## config.mk

```make
export PLATFORM = sky130hd
export DESIGN_NAME = sccr_regs
export DESIGN_NICKNAME = d
export VERILOG_FILES = /design/src/logic/sccr_pkg.sv /design/src/logic/sccr_dac_clamp.sv /design/src/logic/sccr_regs.sv
export SDC_FILE = /design/constraint.sdc
export NUM_CORES = 1
export LEC_CHECK = 0
export BUFFER_PORTS_ARGS = -buffer_cell sky130_fd_sc_hd__buf_2
export CAP_MARGIN = 20
export CORE_MARGIN = 2
export CORE_UTILIZATION = 46
export DETAILED_ROUTE_END_ITERATION = 16
export MAX_ROUTING_LAYER = met4
export PLACE_DENSITY = 0.73
export SYNTH_ARGS = -nofsm -noshare
export SYNTH_HDL_FRONTEND = slang
export SYNTH_HIERARCHICAL = 1
export SYNTH_SLANG_ARGS = --single-unit
```

## constraint.sdc

```tcl
create_clock -name i_clk_sys -period 4.66 [get_ports i_clk_sys]
set_input_delay 0.466 -clock i_clk_sys [delete_from_list [all_inputs] [get_ports i_clk_sys]]
set_output_delay 0.466 -clock i_clk_sys [all_outputs]
set_load 0.05 [all_outputs]
```

## src/logic/sccr_pkg.sv

```systemverilog
// Package: register indices, field positions, reset values and widths
package sccr_pkg;

  // ****************************************
  // Register indices (byte address = 4 * index)
  // ****************************************
  localparam int                IDX_W        = 10;
  localparam logic [IDX_W-1:0]  IDX_CAL_MODE = 10'h0A1;
  localparam logic [IDX_W-1:0]  IDX_PCFG     = 10'h0A5;
  localparam logic [IDX_W-1:0]  IDX_TCFG     = 10'h0A6;
  localparam logic [IDX_W-1:0]  IDX_CLMP_H   = 10'h0A7;
  localparam logic [IDX_W-1:0]  IDX_CLMP_L   = 10'h0A8;
  localparam logic [IDX_W-1:0]  IDX_REF_OFFSET_COEF_H   = 10'h0A9;
  localparam logic [IDX_W-1:0]  IDX_REF_OFFSET_COEF_L   = 10'h0AA;
  localparam logic [IDX_W-1:0]  IDX_TC1_H    = 10'h0AB;
  localparam logic [IDX_W-1:0]  IDX_TC1_L    = 10'h0AC;
  localparam logic [IDX_W-1:0]  IDX_TC2_H    = 10'h0AD;
  localparam logic [IDX_W-1:0]  IDX_TC2_L    = 10'h0AE;
  localparam logic [IDX_W-1:0]  IDX_PRES     = 10'h0D0;
  localparam logic [IDX_W-1:0]  IDX_TRES     = 10'h0D1;
  localparam logic [IDX_W-1:0]  IDX_DAC_EXT  = 10'h0D2;
  localparam logic [IDX_W-1:0]  IDX_DAC_OUT  = 10'h0D3;
  localparam int                BYTE_NUM     = 10;

  // ****************************************
  // Field positions
  // ****************************************
  localparam int P_REF_HI   = 7;
  localparam int P_REF_LO   = 6;
  localparam int P_CHOP     = 2;
  localparam int P_SWAP     = 1;
  localparam int P_RAW      = 0;
  localparam int T_SRC      = 7;
  localparam int T_GAIN_HI  = 6;
  localparam int T_GAIN_LO  = 5;
  localparam int T_RATE_HI  = 4;
  localparam int T_RATE_LO  = 1;
  localparam int T_RAW      = 0;
  localparam int C_MODE_BIT = 7;

  // ****************************************
  // Reset values and constants
  // ****************************************
  localparam logic [7:0]  RST_BYTE      = 8'h00;
  localparam logic        RST_CAL_MODE  = 1'b0;
  localparam logic [15:0] RST_DAC       = 16'h0000;
  localparam logic [23:0] RST_RESULT    = 24'h000000;
  localparam logic [3:0]  RATE_OFF_MIN  = 4'hE;
  localparam logic [2:0]  PCFG_RSVD_VAL = 3'h0;
  localparam int          DAC_W         = 16;
  localparam int          CLAMP_SHIFT   = 7;
  localparam logic [4:0]  LSB_EXP_FIRST = 5'h16;
  localparam logic [4:0]  LSB_EXP_SQ    = 5'h1D;

  typedef enum logic [1:0] {GAIN_1X, GAIN_2X, GAIN_4X} sccr_gain_t;

endpackage

```

## src/logic/sccr_dac_clamp.sv

```systemverilog
// DAC output code stage with clamp limits
`timescale 1ns/1ps
module sccr_dac_clamp
  import sccr_pkg::*;
(
  input  wire logic             i_clk_sys,
  input  wire logic             i_reset_n,
  input  wire logic [7:0]       i_clamp_high_code,
  input  wire logic [7:0]       i_clamp_low_code,
  input  wire logic             i_bypass,
  input  wire logic             i_load,
  input  wire logic [DAC_W-1:0] i_code,
  output logic      [DAC_W-1:0] o_code
);

  // ****************************************
  // Limits in DAC codes
  // ****************************************
  wire logic [DAC_W:0]   hi_raw;
  wire logic [DAC_W-1:0] lim_hi;
  wire logic [DAC_W-1:0] lim_lo;
  wire logic [DAC_W-1:0] clamped;
  logic      [DAC_W-1:0] code_q;
  logic      [DAC_W-1:0] code_d;

  assign hi_raw  = {1'b1, {DAC_W{1'b0}}}
                 - {{(DAC_W+1-8-CLAMP_SHIFT){1'b0}}, i_clamp_high_code,
                    {CLAMP_SHIFT{1'b0}}};
  assign lim_hi  = hi_raw[DAC_W] ? {DAC_W{1'b1}} : hi_raw[DAC_W-1:0];
  assign lim_lo  = {{(DAC_W-8-CLAMP_SHIFT){1'b0}}, i_clamp_low_code,
                    {CLAMP_SHIFT{1'b0}}};
  assign clamped = (i_code > lim_hi) ? lim_hi :
                   (i_code < lim_lo) ? lim_lo : i_code;
  assign code_d  = !i_load ? code_q : (i_bypass ? i_code : clamped);
  assign o_code  = code_q;

  always_ff @(posedge i_clk_sys or negedge i_reset_n) begin
    if (!i_reset_n) begin
      code_q <= RST_DAC;
    end else begin
      code_q <= code_d;
    end
  end
endmodule

```

## src/logic/sccr_regs.sv

```systemverilog
// Sensor channel configuration registers with APB access
`timescale 1ns/1ps

// Behaviour
// - Bits 7-6 of the primary config select DAC full scale: 5 V, 3.3 V, 1.2 V, analog supply.
// - Bit 2 of the primary config turns system chopping on or off.
// - Bit 1 of the primary config swaps the polarity of the primary converter inputs.
// - With bit 0 clear, calibrated results fill the primary result and calibration sets DAC.
// - With bit 0 set, raw converter results fill the primary result and the DAC is external.
// - Bit 7 of the temperature config picks the internal (0) or external pin (1) sensor.
// - Bits 6-5 of the temperature config set gain 1X, 2X, 4X, with code 11 also 4X.
// - Bits 4-1 set the temperature rate like the primary rate, codes 14 and 15 turn it off.
// - While the temperature converter is off, the negative reference comes from the pin.
// - Bit 0 of the temperature config stores raw (1) or calibrated (0) temperature data.
// - The high clamp code sets the upper limit to full scale times one minus code/512.
// - The low clamp code sets the lower limit to full scale times code/512.
// - The reference offset is 16 bits, upper byte at 0xA9, lower at 0xAA.
// - The first offset tempco is 16 bits with LSB 2^-22 in either calibration mode.
// - The second offset tempco has LSB 2^-29 in single segment mode, 2^-22 in two segment.
// - The calibration mode bit picks single segment (0) or two segment (1) calibration.
module sccr_regs
  import sccr_pkg::*;
#(
  parameter int DATA_W = 24
) (
  input  wire logic              i_clk_sys,
  input  wire logic              i_reset_n,
  input  wire logic              i_psel,
  input  wire logic              i_penable,
  input  wire logic              i_pwrite,
  input  wire logic [11:0]       i_paddr,
  input  wire logic [31:0]       i_pwdata,
  input  wire logic [3:0]        i_pstrb,
  output logic                   o_pready,
  output logic      [31:0]       o_prdata,
  output logic                   o_pslverr,
  input  wire logic              i_pconv_valid,
  input  wire logic [DATA_W-1:0] i_pconv_data,
  input  wire logic              i_pcal_valid,
  input  wire logic [DATA_W-1:0] i_pcal_data,
  input  wire logic              i_tconv_valid,
  input  wire logic [DATA_W-1:0] i_tconv_data,
  input  wire logic              i_tcal_valid,
  input  wire logic [DATA_W-1:0] i_tcal_data,
  input  wire logic              i_cal_dac_valid,
  input  wire logic [DAC_W-1:0]  i_cal_dac_code,
  output logic      [1:0]        o_dac_ref_sel,
  output logic                   o_chop_en,
  output logic                   o_input_swap,
  output logic                   o_temp_source_ext,
  output sccr_gain_t             o_temp_gain,
  output logic      [3:0]        o_temp_rate,
  output logic                   o_temp_conv_en,
  output logic                   o_negative_reference_from_pin,
  output logic                   o_cal_two_segment,
  output logic      [15:0]       o_ref_offset_coef,
  output logic      [15:0]       o_offset_tempco_first,
  output logic      [15:0]       o_offset_tempco_second,
  output logic      [4:0]        o_second_lsb_exp,
  output logic      [DATA_W-1:0] o_primary_result,
  output logic      [DATA_W-1:0] o_temp_result,
  output logic      [DAC_W-1:0]  o_dac_code
);

  // ****************************************
  // Decode helpers
  // ****************************************
  function automatic logic idx_hit(input logic [11:0] addr, input logic [IDX_W-1:0] idx);
    idx_hit = (addr[11:2] == idx) && (addr[1:0] == 2'b00);
  endfunction

  function automatic sccr_gain_t gain_decode(input logic [1:0] code);
    gain_decode = (code == 2'b00) ? GAIN_1X : (code == 2'b01) ? GAIN_2X : GAIN_4X;
  endfunction

  // ****************************************
  // Storage
  // ****************************************
  logic [7:0]        byte_q [BYTE_NUM];
  logic              cal_mode_q;
  logic [DAC_W-1:0]  dac_ext_q;
  logic [DATA_W-1:0] pres_q;
  logic [DATA_W-1:0] pres_d;
  logic [DATA_W-1:0] tres_q;
  logic [DATA_W-1:0] tres_d;
  logic [31:0]       prdata_q;
  logic [31:0]       prdata_d;
  logic              pslverr_q;

  wire logic              wr_acc;
  wire logic              setup;
  wire logic [IDX_W-1:0]  idx;
  wire logic [IDX_W-1:0]  byte_off;
  wire logic              hit_byte;
  wire logic              hit_mode;
  wire logic              hit_pres;
  wire logic              hit_tres;
  wire logic              hit_dext;
  wire logic              hit_dout;
  wire logic              mapped;
  wire logic [7:0]        pcfg;
  wire logic [7:0]        tcfg;
  wire logic              raw_p;
  wire logic              raw_t;
  wire logic [DAC_W-1:0]  dac_src;
  wire logic              dac_load;
  wire logic [7:0]        byte_rd;

  // ****************************************
  // APB decode
  // ****************************************
  assign setup    = i_psel && !i_penable;
  assign wr_acc   = i_psel && i_penable && i_pwrite;
  assign idx      = i_paddr[11:2];
  assign byte_off = idx - IDX_PCFG;
  assign hit_byte = (i_paddr[1:0] == 2'b00) && (idx >= IDX_PCFG) && (idx <= IDX_TC2_L);
  assign hit_mode = idx_hit(i_paddr, IDX_CAL_MODE);
  assign hit_pres = idx_hit(i_paddr, IDX_PRES);
  assign hit_tres = idx_hit(i_paddr, IDX_TRES);
  assign hit_dext = idx_hit(i_paddr, IDX_DAC_EXT);
  assign hit_dout = idx_hit(i_paddr, IDX_DAC_OUT);
  assign mapped   = hit_byte || hit_mode || hit_pres || hit_tres || hit_dext || hit_dout;
  assign byte_rd  = hit_byte ? byte_q[byte_off[3:0]] : 8'h00;

  always_comb begin
    if (hit_byte) begin
      prdata_d = {24'h000000, byte_rd};
    end else if (hit_mode) begin
      prdata_d = {24'h000000, cal_mode_q, 7'h00};
    end else if (hit_pres) begin
      prdata_d = 32'(pres_q);
    end else if (hit_tres) begin
      prdata_d = 32'(tres_q);
    end else if (hit_dext) begin
      prdata_d = {16'h0000, dac_ext_q};
    end else if (hit_dout) begin
      prdata_d = {16'h0000, o_dac_code};
    end else begin
      prdata_d = 32'h00000000;
    end
  end

  // Answer is taken in the setup cycle so the access phase ends at once
  always_ff @(posedge i_clk_sys or negedge i_reset_n) begin
    if (!i_reset_n) begin
      prdata_q  <= 32'h00000000;
      pslverr_q <= 1'b0;
    end else if (setup) begin
      prdata_q  <= i_pwrite ? 32'h00000000 : prdata_d;
      pslverr_q <= !mapped;
    end
  end

  assign o_pready  = i_psel && i_penable;
  assign o_prdata  = prdata_q;
  assign o_pslverr = o_pready && pslverr_q;

  // ****************************************
  // Configuration and coefficient bytes
  // ****************************************
  genvar g;
  generate
    for (g = 0; g < BYTE_NUM; g++) begin : g_byte
      always_ff @(posedge i_clk_sys or negedge i_reset_n) begin
        if (!i_reset_n) begin
          byte_q[g] <= RST_BYTE;
        end else if (wr_acc && hit_byte && i_pstrb[0] && byte_off == IDX_W'(g)) begin
          byte_q[g] <= (g == 0) ? {i_pwdata[7:6], PCFG_RSVD_VAL, i_pwdata[2:0]}
                                : i_pwdata[7:0];
        end
      end
    end
  endgenerate

  always_ff @(posedge i_clk_sys or negedge i_reset_n) begin
    if (!i_reset_n) begin
      cal_mode_q <= RST_CAL_MODE;
    end else if (wr_acc && hit_mode && i_pstrb[0]) begin
      cal_mode_q <= i_pwdata[C_MODE_BIT];
    end
  end

  always_ff @(posedge i_clk_sys or negedge i_reset_n) begin
    if (!i_reset_n) begin
      dac_ext_q <= RST_DAC;
    end else if (wr_acc && hit_dext) begin
      dac_ext_q <= {i_pstrb[1] ? i_pwdata[15:8] : dac_ext_q[15:8],
                    i_pstrb[0] ? i_pwdata[7:0] : dac_ext_q[7:0]};
    end
  end

  // ****************************************
  // Channel controls
  // ****************************************
  assign pcfg              = byte_q[0];
  assign tcfg              = byte_q[1];
  assign raw_p             = pcfg[P_RAW];
  assign raw_t             = tcfg[T_RAW];
  assign o_dac_ref_sel     = pcfg[P_REF_HI:P_REF_LO];
  assign o_chop_en         = pcfg[P_CHOP];
  assign o_input_swap      = pcfg[P_SWAP];
  assign o_temp_source_ext = tcfg[T_SRC];
  assign o_temp_gain       = gain_decode(tcfg[T_GAIN_HI:T_GAIN_LO]);
  assign o_temp_rate       = tcfg[T_RATE_HI:T_RATE_LO];
  assign o_temp_conv_en    = o_temp_rate < RATE_OFF_MIN;
  assign o_negative_reference_from_pin  = !o_temp_conv_en;
  assign o_cal_two_segment = cal_mode_q;

  // ****************************************
  // Calibration coefficients
  // ****************************************
  assign o_ref_offset_coef      = {byte_q[4], byte_q[5]};
  assign o_offset_tempco_first  = {byte_q[6], byte_q[7]};
  assign o_offset_tempco_second = {byte_q[8], byte_q[9]};
  assign o_second_lsb_exp       = cal_mode_q ? LSB_EXP_FIRST : LSB_EXP_SQ;

  // ****************************************
  // Result capture
  // ****************************************
  assign pres_d = raw_p ? (i_pconv_valid ? i_pconv_data : pres_q)
                        : (i_pcal_valid ? i_pcal_data : pres_q);
  assign tres_d = raw_t ? (i_tconv_valid ? i_tconv_data : tres_q)
                        : (i_tcal_valid ? i_tcal_data : tres_q);

  always_ff @(posedge i_clk_sys or negedge i_reset_n) begin
    if (!i_reset_n) begin
      pres_q <= DATA_W'(RST_RESULT);
      tres_q <= DATA_W'(RST_RESULT);
    end else begin
      pres_q <= pres_d;
      tres_q <= tres_d;
    end
  end

  assign o_primary_result = pres_q;
  assign o_temp_result    = tres_q;

  // ****************************************
  // DAC source and clamp
  // ****************************************
  assign dac_src  = raw_p ? dac_ext_q : i_cal_dac_code;
  assign dac_load = raw_p || i_cal_dac_valid;

  sccr_dac_clamp u_clamp (
    .i_clk_sys         (i_clk_sys),
    .i_reset_n         (i_reset_n),
    .i_clamp_high_code (byte_q[2]),
    .i_clamp_low_code  (byte_q[3]),
    .i_bypass          (raw_p),
    .i_load            (dac_load),
    .i_code            (dac_src),
    .o_code            (o_dac_code)
  );
endmodule

```

# Word level (Yosys, flattened, before mapping)

Cells that the tools add are included.

Register bits: 191
Latch bits: 0
Bits in writable memories: 0
Memory bits (read-only): 0
Input port bits: 170
Output and inout bits: 165
Memories: 0

Add/subtract/negate cells: 2
$mul: 0
Divide/modulo/power cells: 0
Magnitude comparators: 6
Equality and inequality tests: 17
Shift-type cells: 0
Muxes and demuxes: 24
Bitwise logic cells: 1
Reduce and logical (&&, ||, !) cells: 44

Operator list:

| operator                                                        | number |
|---|---|
| two-way mux 24 bit                                              | 7 |
| two-way mux 32 bit                                              | 4 |
| two-way mux 16 bit                                              | 7 |
| equality test 10 x 8 -> 1 bit, second input constant            | 5 |
| equality test 10 x 3 -> 1 bit, second input constant            | 4 |
| binary-select mux 8 bit (select 4 bit)                          | 1 |
| logical AND 1 bit                                               | 26 |
| equality test 10 x 2 -> 1 bit, second input constant            | 2 |
| equality test 10 x 4 -> 1 bit, second input constant            | 2 |
| subtractor 17 x 15 -> 17 bit, first input constant              | 1 |
| > comparator 16 bit                                             | 1 |
| < comparator 16 x 15 -> 1 bit                                   | 1 |
| two-way mux 8 bit                                               | 2 |
| equality test 10 x 1 -> 1 bit, second input constant            | 1 |
| >= comparator 10 x 8 -> 1 bit, second input constant            | 1 |
| less-or-equal comparator 10 x 8 -> 1 bit, second input constant | 1 |
| logical NOT 10 bit                                              | 1 |
| subtractor 10 x 8 -> 10 bit, second input constant              | 1 |
| AND reduction 2 bit                                             | 4 |
| logical OR 1 bit                                                | 6 |
| >= comparator 5 bit, second input constant                      | 1 |
| NOT 4 -> 5 bit                                                  | 1 |
| logical NOT 2 bit                                               | 2 |
| < comparator 4 bit, second input constant                       | 1 |
| 6 further kinds                                                 | 11 |

# Logic depth before layout (Yosys ltp)

Gate-level depths: netlist of the first run.

Depth after elaboration: 9
Mapped depth: 13
Mapped depth without buffers: 13

# By module

Netlist of the first run, hierarchy kept.

Modules (own cells, without submodules):

| module         | instances | cells an instance | area each (µm²) | seq. area each (µm²) |
|---|---|---|---|---|
| sccr_regs      | 1         | 821               | 9034.9          | 4179.0 |
| sccr_dac_clamp | 1         | 193               | 1656.6          | 400.4 |

# Least setup slack after synthesis of the first run

OpenSTA, ideal clock, no wires.

Path type: register to register
Start point: reg byte_q (netlist bit pcfg[0])
End point: reg u_clamp.code_q[11], in the netlist u_clamp/o_code[11]
Library setup time: 0.090 ns
Arrival time: 3.273 ns
Required time: 4.570 ns
Setup slack: 1.297 ns
Stages on the path, launching flop included: 12
Cells stage by stage: dfrtp_1 > clkbuf_1 > clkbuf_1 > mux2_2 > ha_1 > nand4_1 > nor3_1 > nand2_1 > o211a_2 > nor2_4 > mux2_2 > o221ai_1

Word-level cells in the longest chain between the ends: 5

RTL lines:

| item                            | line                 | text |
|---|---|---|
| start, declared                 | sccr_regs.sv:79      | `logic [7:0] byte_q [BYTE_NUM];` |
| start signal, assigned by index | sccr_regs.sv:168     | `byte_q[g] <= (g == 0) ? {i_pwdata[7:6], PCFG_RSVD_VAL, i_pwdata[2:0]}` |
| two-way mux 16 bit (*)          | sccr_regs.sv:241     | `assign dac_src = raw_p ? dac_ext_q : i_cal_dac_code;` |
| named net dac_src[13]           | sccr_regs.sv:105     | `wire logic [DAC_W-1:0] dac_src;` |
| < comparator 16 x 15 -> 1 bit   | sccr_dac_clamp.sv:33 | `(i_code < lim_lo) ? lim_lo : i_code;` |
| two-way mux 16 bit              | sccr_dac_clamp.sv:33 |  |
| two-way mux 16 bit (*)          | sccr_dac_clamp.sv:32 | `assign clamped = (i_code > lim_hi) ? lim_hi :` |
| two-way mux 16 bit (*)          | sccr_dac_clamp.sv:34 | `assign code_d = !i_load ? code_q : (i_bypass ? i_code : clamped);` |
| end signal, assigned            | sccr_dac_clamp.sv:41 | `code_q <= code_d;` |
| end, declared                   | sccr_dac_clamp.sv:23 | `logic [DAC_W-1:0] code_q;` |

The timed path passes the listed nets; every way through them passes the cells marked *.
A chain may end at the register's enable or synchronous reset.

# Worst setup path after layout of the first run

Start point: reg byte_q[59] (netlist bit)
End point: reg u_clamp.code_q[13], in the netlist u_clamp/o_code[13]

Word-level cells in the longest chain between the ends: 5

RTL lines:

| item                             | line                 | text |
|---|---|---|
| subtractor 17 x 15 -> 17 bit (*) | sccr_dac_clamp.sv:27 | `- {{(DAC_W+1-8-CLAMP_SHIFT){1'b0}}, i_clamp_high_code,` |
| two-way mux 16 bit (*)           | sccr_dac_clamp.sv:29 | `assign lim_hi = hi_raw[DAC_W] ? {DAC_W{1'b1}} : hi_raw[DAC_W-1:0];` |
| > comparator 16 bit              | sccr_dac_clamp.sv:32 |  |
| two-way mux 16 bit (*)           | sccr_dac_clamp.sv:32 |  |
| two-way mux 16 bit (*)           | sccr_dac_clamp.sv:34 |  |

Every way passes the cells marked *; elsewhere a longest branch is shown, timed or not.

==> results of run 1 <==
[state kept, by name, indices dropped and copies added (netlist names)]
register	count
o_offset_tempco_first	16
pslverr_q	1
o_temp_result	24
o_prdata	24
o_primary_result	24
o_offset_tempco_second	16
pcfg	5
o_cal_two_segment	1
tcfg	8
byte_q	16
o_ref_offset_coef	16
u_clamp/o_code	16
dac_ext_q	16
[worst max-delay path: cells and delay by family (launching register included)]
kind	cells	cell delay, ns
compound gates	3	0.55
buf+inv	1	0.16
mux	1	0.39
flops	1	0.43
fa+ha+maj	1	0.32
simple gates	7	1.82
[report_power, final]
part | internal, mW | total [mW] | switching [mW]
sequential | 1.64 | 1.68 | 0.0446
combinational | 0.184 | 0.668 | 0.485
clock | 0.739 | 1.50 | 0.759
[final cells by class]
| cell class | instances | area [sq um] | area share [%] |
|---|---|---|---|
| flip-flops and latches | 183 | 4580 | 36.1 |
| well taps | 285 | 357 | 2.81 |
| clock buffers | 17 | 425 | 3.35 |
| repair buffers | 322 | 1690 | 13.3 |
| diodes | 1 | 2.50 | 0.0197 |
| multi-input cells | 684 | 5330 | 42.0 |
| clock inverters | 15 | 194 | 1.53 |
| inverters | 30 | 113 | 0.887 |
[metrics by stage]
| step | hold WS [ns] | util [%] | instance area, sq um | power (mW) |
|---|---|---|---|---|
| finish | 0.136 | 55.9 | 12700 | 3.85 |
| global route | 0.218 | 55.9 | 12700 | 3.98 |
| CTS | 0.183 | 55.7 | 12600 | 3.86 |
| detailed placement | 0.472 | 53.0 | 12000 | 2.38 |
| global placement | 0.458 | 53.0 | 12000 | 2.37 |
| floorplan | 0.170 | - | 10700 | 2.12 |
[placed cells by master, fill, tap and decap left out, drive strengths merged, types with 10 or more instances in the layout]
master	count
a21oi	34
a22oi	16
buf	322
clkbuf	17
conb	10
dfrtp	183
ha	29
inv	37
mux2	118
mux2i	64
mux4	13
nand2	120
nand2b	11
nand3	10
nand4	13
nor2	18
nor2b	14
o21ai	100
o22ai	14
[worst max path at each step]
stage                from            endpoint  slack [ns]  depth (start not counted)
6_report       byte_q[59]  u_clamp/o_code[13]        0.89                         13
3_5_place_dp   byte_q[59]  u_clamp/o_code[13]        0.97                         13
3_3_place_gp   byte_q[59]  u_clamp/o_code[13]        1.11                         13
5_1_grt        byte_q[59]  u_clamp/o_code[14]        0.65                         13
2_1_floorplan     pcfg[0]  u_clamp/o_code[11]        1.30                         11
4_1_cts        byte_q[59]  u_clamp/o_code[13]        0.95                         13
[cells by family (layout without fill, tap and decap cells)]
group	after synthesis	after routing	synth area share, %
buffers and inverters	155	384	7.84
AOI/OAI and AO/OA	219	219	13.0
DFF	183	183	42.8
adders and majority gates	29	29	3.39
other	2	11	0.0702
muxes	195	195	21.2
and+or+nand+nor	227	227	11.4
xor gates and xnor gates	4	4	0.328
[metal layers]
metal / vias to the layer above / part of all wire (%) / routed length (um) / track usage [%]
li1: 4026 / - / - / -
met1: 4335 / 42 / 13800 / 33.7
met2: 346 / 48 / 15800 / 43.6
met3: 64 / 6.7 / 2200 / 6.01
met4: 0 / 3.9 / 1280 / 11.1
met5: - / 0 / 0 / -
==> flow_summary.yaml, run 1 <==
route:
  num_vias: 8771
  detail-route-antenna-nets: 0
  wl_per_cell_um: 21.5
  drt-initial-drc-count: 638
  drc: 0
  drt_wl_total_um: 33100
  dr.pass1.iters: 5
  via_per_inst: 5.71
worst_setup_path:
  crit_fanout: 10
  critical_path.cell_chain: "nor3_1, nand2_1, or2_1, inv_2, a21oi_1, ha_1, nand4_1, nor3_1, nand2_1, o211a_2, nor2_4, mux2_2, o221ai_1"
  cpPeakStageDelay_ns: 0.43
  reg2regPathDepth: 13
  critPathKind: "reg2reg"
  critical_path_arrival_ns: 4.12
  crit_path_end_kind: "flip-flop"
  regToRegSetupSlack_ns: 0.89
  r2r-start: "byte_q[59]"
  cp.required_ns: 5.01
  r2r-end: "u_clamp/o_code[13]"
  slowest_stage: "dfrtp_1"
  start_kind: "flip-flop"
finish:
  fin_nets: 1437
  drive_above_1_share_pct: 41.6
  fillCellCount: 1978
  synthToLayoutAreaGrowth_pct: 18.7
  fin_cells: 1537
floorplanning:
  start_util_pct: 47.1
  die_height_um: 156
  num_io_pins: 335
  core.rowCount: 55
  die-area_sq_mm: 0.0245
  die_w_um: 156
  core-area_sq_mm: 0.0227
global_route:
  grt_pass1_vias: 8574
  grt_pass1_wl_um: 48900
  grt_use_total_pct: 27.2
  grt_max_degree: 101
  grt.overflow.total: 0
  antenna_found_initial: 1
sta:
  finClkSkew_ns: 0.0113
  drv_slew: 0
  final_hold_viol_count: 0
  setup-tns-final_ns: 0
  fmax_mhz: 265
  rsz0062_at_grt: "no"
  setup_slack_ns: 0.889
  timing.final.crit_share_pct: 80.9
  worst_slew_pin_slew_ns: 0.956
  period_needed_ns: 3.77
  setup_violations: 0
  relSlewSlack_pct: 36.3
worst_hold_path:
  hold_class: "in2async"
clock_network:
  ctsResizeCount: 0
  post-cts-setup-buffers: 0
  cts_sinks: 183
  path_clk_slew_ns: 0.08
  cts_tree: "built"
  holdBufCountCts: 0
  htreeDepth: 4
  clockBufferDepth: 2
  root_buffer: "clkbuf_16"
  clkLatencyLatePin_ns: 0.44
  cts_buffers: 17
logic_synthesis:
  syn-cell-area_sq_mm: 0.0107
  yosysTopAreaCell: "dfrtp_1"
  synth.top_cell.area_share_pct: 42.8
  synth-async-reset-ratio_pct: 100
  ys_seq_elements: 183
  syn-instance-count: 1014
  synth_edf_count: 0
  yosysSeqAreaShare_pct: 42.8
  synth.distinct_cells: 66
  synth_most_common_cell: "dfrtp_1"
  syn_area_per_cell_sq_um: 10.5
  yosys-top-cells-count: "dfrtp_1 (183), nand2_1 (120), mux2_2 (118)"
  synth.area.top_cells: "dfrtp_1 (43%), mux2_2 (12%), mux2i_1 (6.0%)"
  synth-main-ff-cell: "dfrtp_1"
  yosysWarnings: 6
run_status:
  run_status: "completed"
place:
  place_congestion: 0.958
  hpwl_um: 25000
  post-place-ws_ns: 0.973
  dp_cells: 1502
  place.port_buffers: 306
power_and_ir_drop:
  power_density_mw_per_mm2: 303
  p_leak_nw: 6.26
  peakVddDrop_uv: 217
flow_run:
  cap_viol_max_count: 0
Note: power is estimated with default switching activity, not from simulation.
==> inputs of run 2 (changes only) <==
Settings changed: ABC_AREA from default to 1, PLACE_DENSITY 0.73 to 0.75.
Clock period 4.66 ns to 3 ns, I/O delays scaled along.
==> run 2 against run 1 <==
  * Sequential power rose by 58%
  * Setup slack worse by 0.76 ns
  * Core utilization decreased by 1.0 points
  * Sequential share of layout area is 2.6 points lower
  * First-iteration DRC count is 81% higher
  * Largest cell class unchanged
==> flow_summary.yaml, run 2 <==
power_and_ir_drop:
  seq_power_share_pct: 44.4
  swShare_pct: 33.9
  p_int_mw: 3.95
  p_comb_share_pct: 17.6
  switchingPower_mw: 2.02
  p_leak_nw: 7.84
  power_density_mw_per_mm2: 436
  peakVddDrop_uv: 301
  pwr-share-clk_pct: 38.0
worst_setup_path:
  cp_top_family: "simple AND/OR/NAND/NOR gates"
  crit_buf_inv: 3
  crit_fanout: 10
  cp.required_ns: 3.32
  cp.depth: 16
  critPathKind: "reg2reg"
  cpPeakStageDelay_ns: 0.45
  reg2regPathDepth: 16
  start_kind: "flip-flop"
  regToRegSetupSlack_ns: 0.13
  crit_path_end_kind: "flip-flop"
  r2r-end: "u_clamp/o_code[14]"
  cp-startpoint: "byte_q[59]"
  critical_path.cell_chain: "nor2_4, nand3_2, nor2_4, nand2_4, inv_2, or2_2, inv_1, ha_1, nand4_1, nor3_4, buf_4, nand4_4, nand3_1, nand3_1, nand2_1, nand2_1"
  setup.worst_path.end: "u_clamp/o_code[14]"
  slowest_stage: "dfrtp_2"
  r2r-start: "byte_q[59]"
  critical_path_arrival_ns: 3.19
sta:
  relSlewSlack_pct: 40.9
  finClkSkew_ns: 0.0114
  period_needed_ns: 2.87
  hold_ws_ns: 0.0901
  setup_slack_ns: 0.125
  worst_slew_pin_slew_ns: 0.886
  timing.final.crit_share_pct: 95.8
  final_hold_viol_count: 0
  drv_slew: 0
  setup_violations: 0
  fmax_mhz: 348
run_status:
  run_status: "completed"
finish:
  fin_area_sq_mm: 0.0137
  fin_cells: 2233
  final_common_cell: "nand2_1"
  synthToLayoutAreaGrowth_pct: 18.2
  fin_nets: 2081
  fillCellCount: 2470
  drive_above_1_share_pct: 23.4
  layout_common_cells: "nand2_1 (662), buf_2 (306), dfrtp_1 (180)"
global_route:
  grt_pass1_wl_um: 59300
  grt_pass1_vias: 10800
  grtUsageMet2_pct: 43.2
  grt.overflow.total: 0
  met3_usage_pct: 5.53
  grt_use_total_pct: 29.9
  grt_max_degree: 63
  busiest_layer: "met2"
  gr-usage-met1_pct: 41.7
  antenna_found_initial: 8
floorplanning:
  num_io_pins: 335
  start_util_pct: 46.4
  core.rowCount: 58
  die_height_um: 163
  core-area_sq_mm: 0.0250
  die_w_um: 163
  die-area_sq_mm: 0.0265
clock_network:
  htreeDepth: 4
  cts_buffers: 17
  root_buffer: "clkbuf_16"
  cts_tree: "built"
  cts_sinks: 183
  clockBufferDepth: 2
  clkLatencyLatePin_ns: 0.44
  path_clk_slew_ns: 0.08
place:
  place.port_buffers: 306
  dp_cells: 2185
  hpwl_um: 29600
  place_area_sq_mm: 0.0129
  post-place-ws_ns: 0.0339
  place_congestion: 0.937
logic_synthesis:
  synth-async-reset-ratio_pct: 100
  syn_area_per_cell_sq_um: 6.98
  yosysSeqAreaShare_pct: 39.5
  ys_seq_elements: 183
  synth_most_common_cell: "nand2_1"
  synth.top_cell.area_share_pct: 39.5
  synth.area.top_cells: "dfrtp_1 (40%), nand2_1 (21%), nand3_1 (6.7%)"
  yosysTopAreaCell: "dfrtp_1"
  synth.distinct_cells: 45
  synth_edf_count: 0
  synth-main-ff-cell: "dfrtp_1"
  yosysWarnings: 6
  yosys-top-cells-count: "nand2_1 (662), dfrtp_1 (183), nand3_1 (155)"
  syn-instance-count: 1660
  syn-cell-area_sq_mm: 0.0116
route:
  dr.pass1.iters: 5
  detail-route-antenna-nets: 0
  drc: 0
  drt_wl_total_um: 39600
  via_per_inst: 5.36
  num_vias: 12000
  wl_per_cell_um: 17.7
  drt-initial-drc-count: 1152
worst_hold_path:
  hold_class: "in2reg"
flow_run:
  cap_viol_max_count: 0
## run 2: cell count changes in the layout (fill, tap and decap cells not counted), sizes merged, moves of 14 or more
cell / before / now
a22oi: 16 / 0
nand3: 10 / 158
nand2: 120 / 668
a31oi: 4 / 48
mux2i: 64 / 4
nor2b: 14 / 0
mux2: 118 / 16
a21oi: 34 / 48
o21ai: 100 / 60
buf: 322 / 342
nor2: 18 / 139
inv: 37 / 121
## run 2: final cells by class
| class | instances | area, sq um | share of cell area [%] |
|---|---|---|---|
| flip-flops and latches | 183 | 4580 | 33.5 |
| multi-input cells | 1223 | 5840 | 42.7 |
| clock inverters | 14 | 151 | 1.11 |
| well taps | 330 | 413 | 3.02 |
| clock buffers | 18 | 429 | 3.13 |
| diodes | 8 | 20.0 | 0.146 |
| repair buffers | 343 | 1830 | 13.3 |
| inverters | 114 | 428 | 3.13 |
## run 2: timing repair
item                       in CTS  in global routing
resized for setup               0                 20
setup buffers                   0                  6
setup endpoints to repair       0                 16
hold endpoints to repair       58                  0
hold buffers                    1                  0
## run 2: through the flow
step	util (%)	TNS [ns]	total power, mW
2_1_floorplan	-	0	3.33
3_3_place_gp	51.9	0	3.72
3_5_place_dp	51.9	0	3.73
4_1_cts	54.2	0	5.97
5_1_grt	54.9	-0.364	6.18
6_report	54.9	0	5.97
## run 2: worst min-delay path by stage
| stage | startpoint | endpoint | depth (start not counted) |
|---|---|---|---|
| after global routing | i_pwdata[12] | dac_ext_q[12] | 2 |
| after CTS | i_pwdata[12] | dac_ext_q[12] | 2 |
| after detailed placement | i_reset_n | o_ref_offset_coef[5] | 1 |
| after global placement | i_reset_n | o_ref_offset_coef[4] | 1 |
| final | i_pwdata[12] | dac_ext_q[12] | 2 |
| after floorplan | i_reset_n | byte_q[48] | 0 |
## run 2: logic make-up after synthesis
| group | share of synthesized area [%] |
|---|---|
| AO/OA/AOI/OAI | 8.55 |
| adder cells (fa/ha/maj) | 3.13 |
| buffers and inverters | 11.1 |
| AND/OR/NAND/NOR | 35.5 |
| flip-flops | 39.5 |
| other | 0.0648 |
| XOR/XNOR | 0.151 |
| multiplexers | 1.90 |
## run 2: power groups by stage
| stage | clock network (mW) | registers [mW] | logic [mW] |
|---|---|---|---|
| after floorplan | 0 | 2.93 | 0.393 |
| after global placement | 0 | 2.70 | 1.02 |
| after detailed placement | 0 | 2.70 | 1.03 |
| after CTS | 2.29 | 2.65 | 1.04 |
| after global routing | 2.40 | 2.66 | 1.13 |
| final | 2.27 | 2.65 | 1.05 |
## run 2: metal layers
layer  wire (um)  up-vias  part of all wire, %
met1       17200     5602                   44
met5           0        -                    0
met3        3470       73                  8.8
met2       17800      601                   45
met4        1080        0                  2.7
li1            -     5702                    -
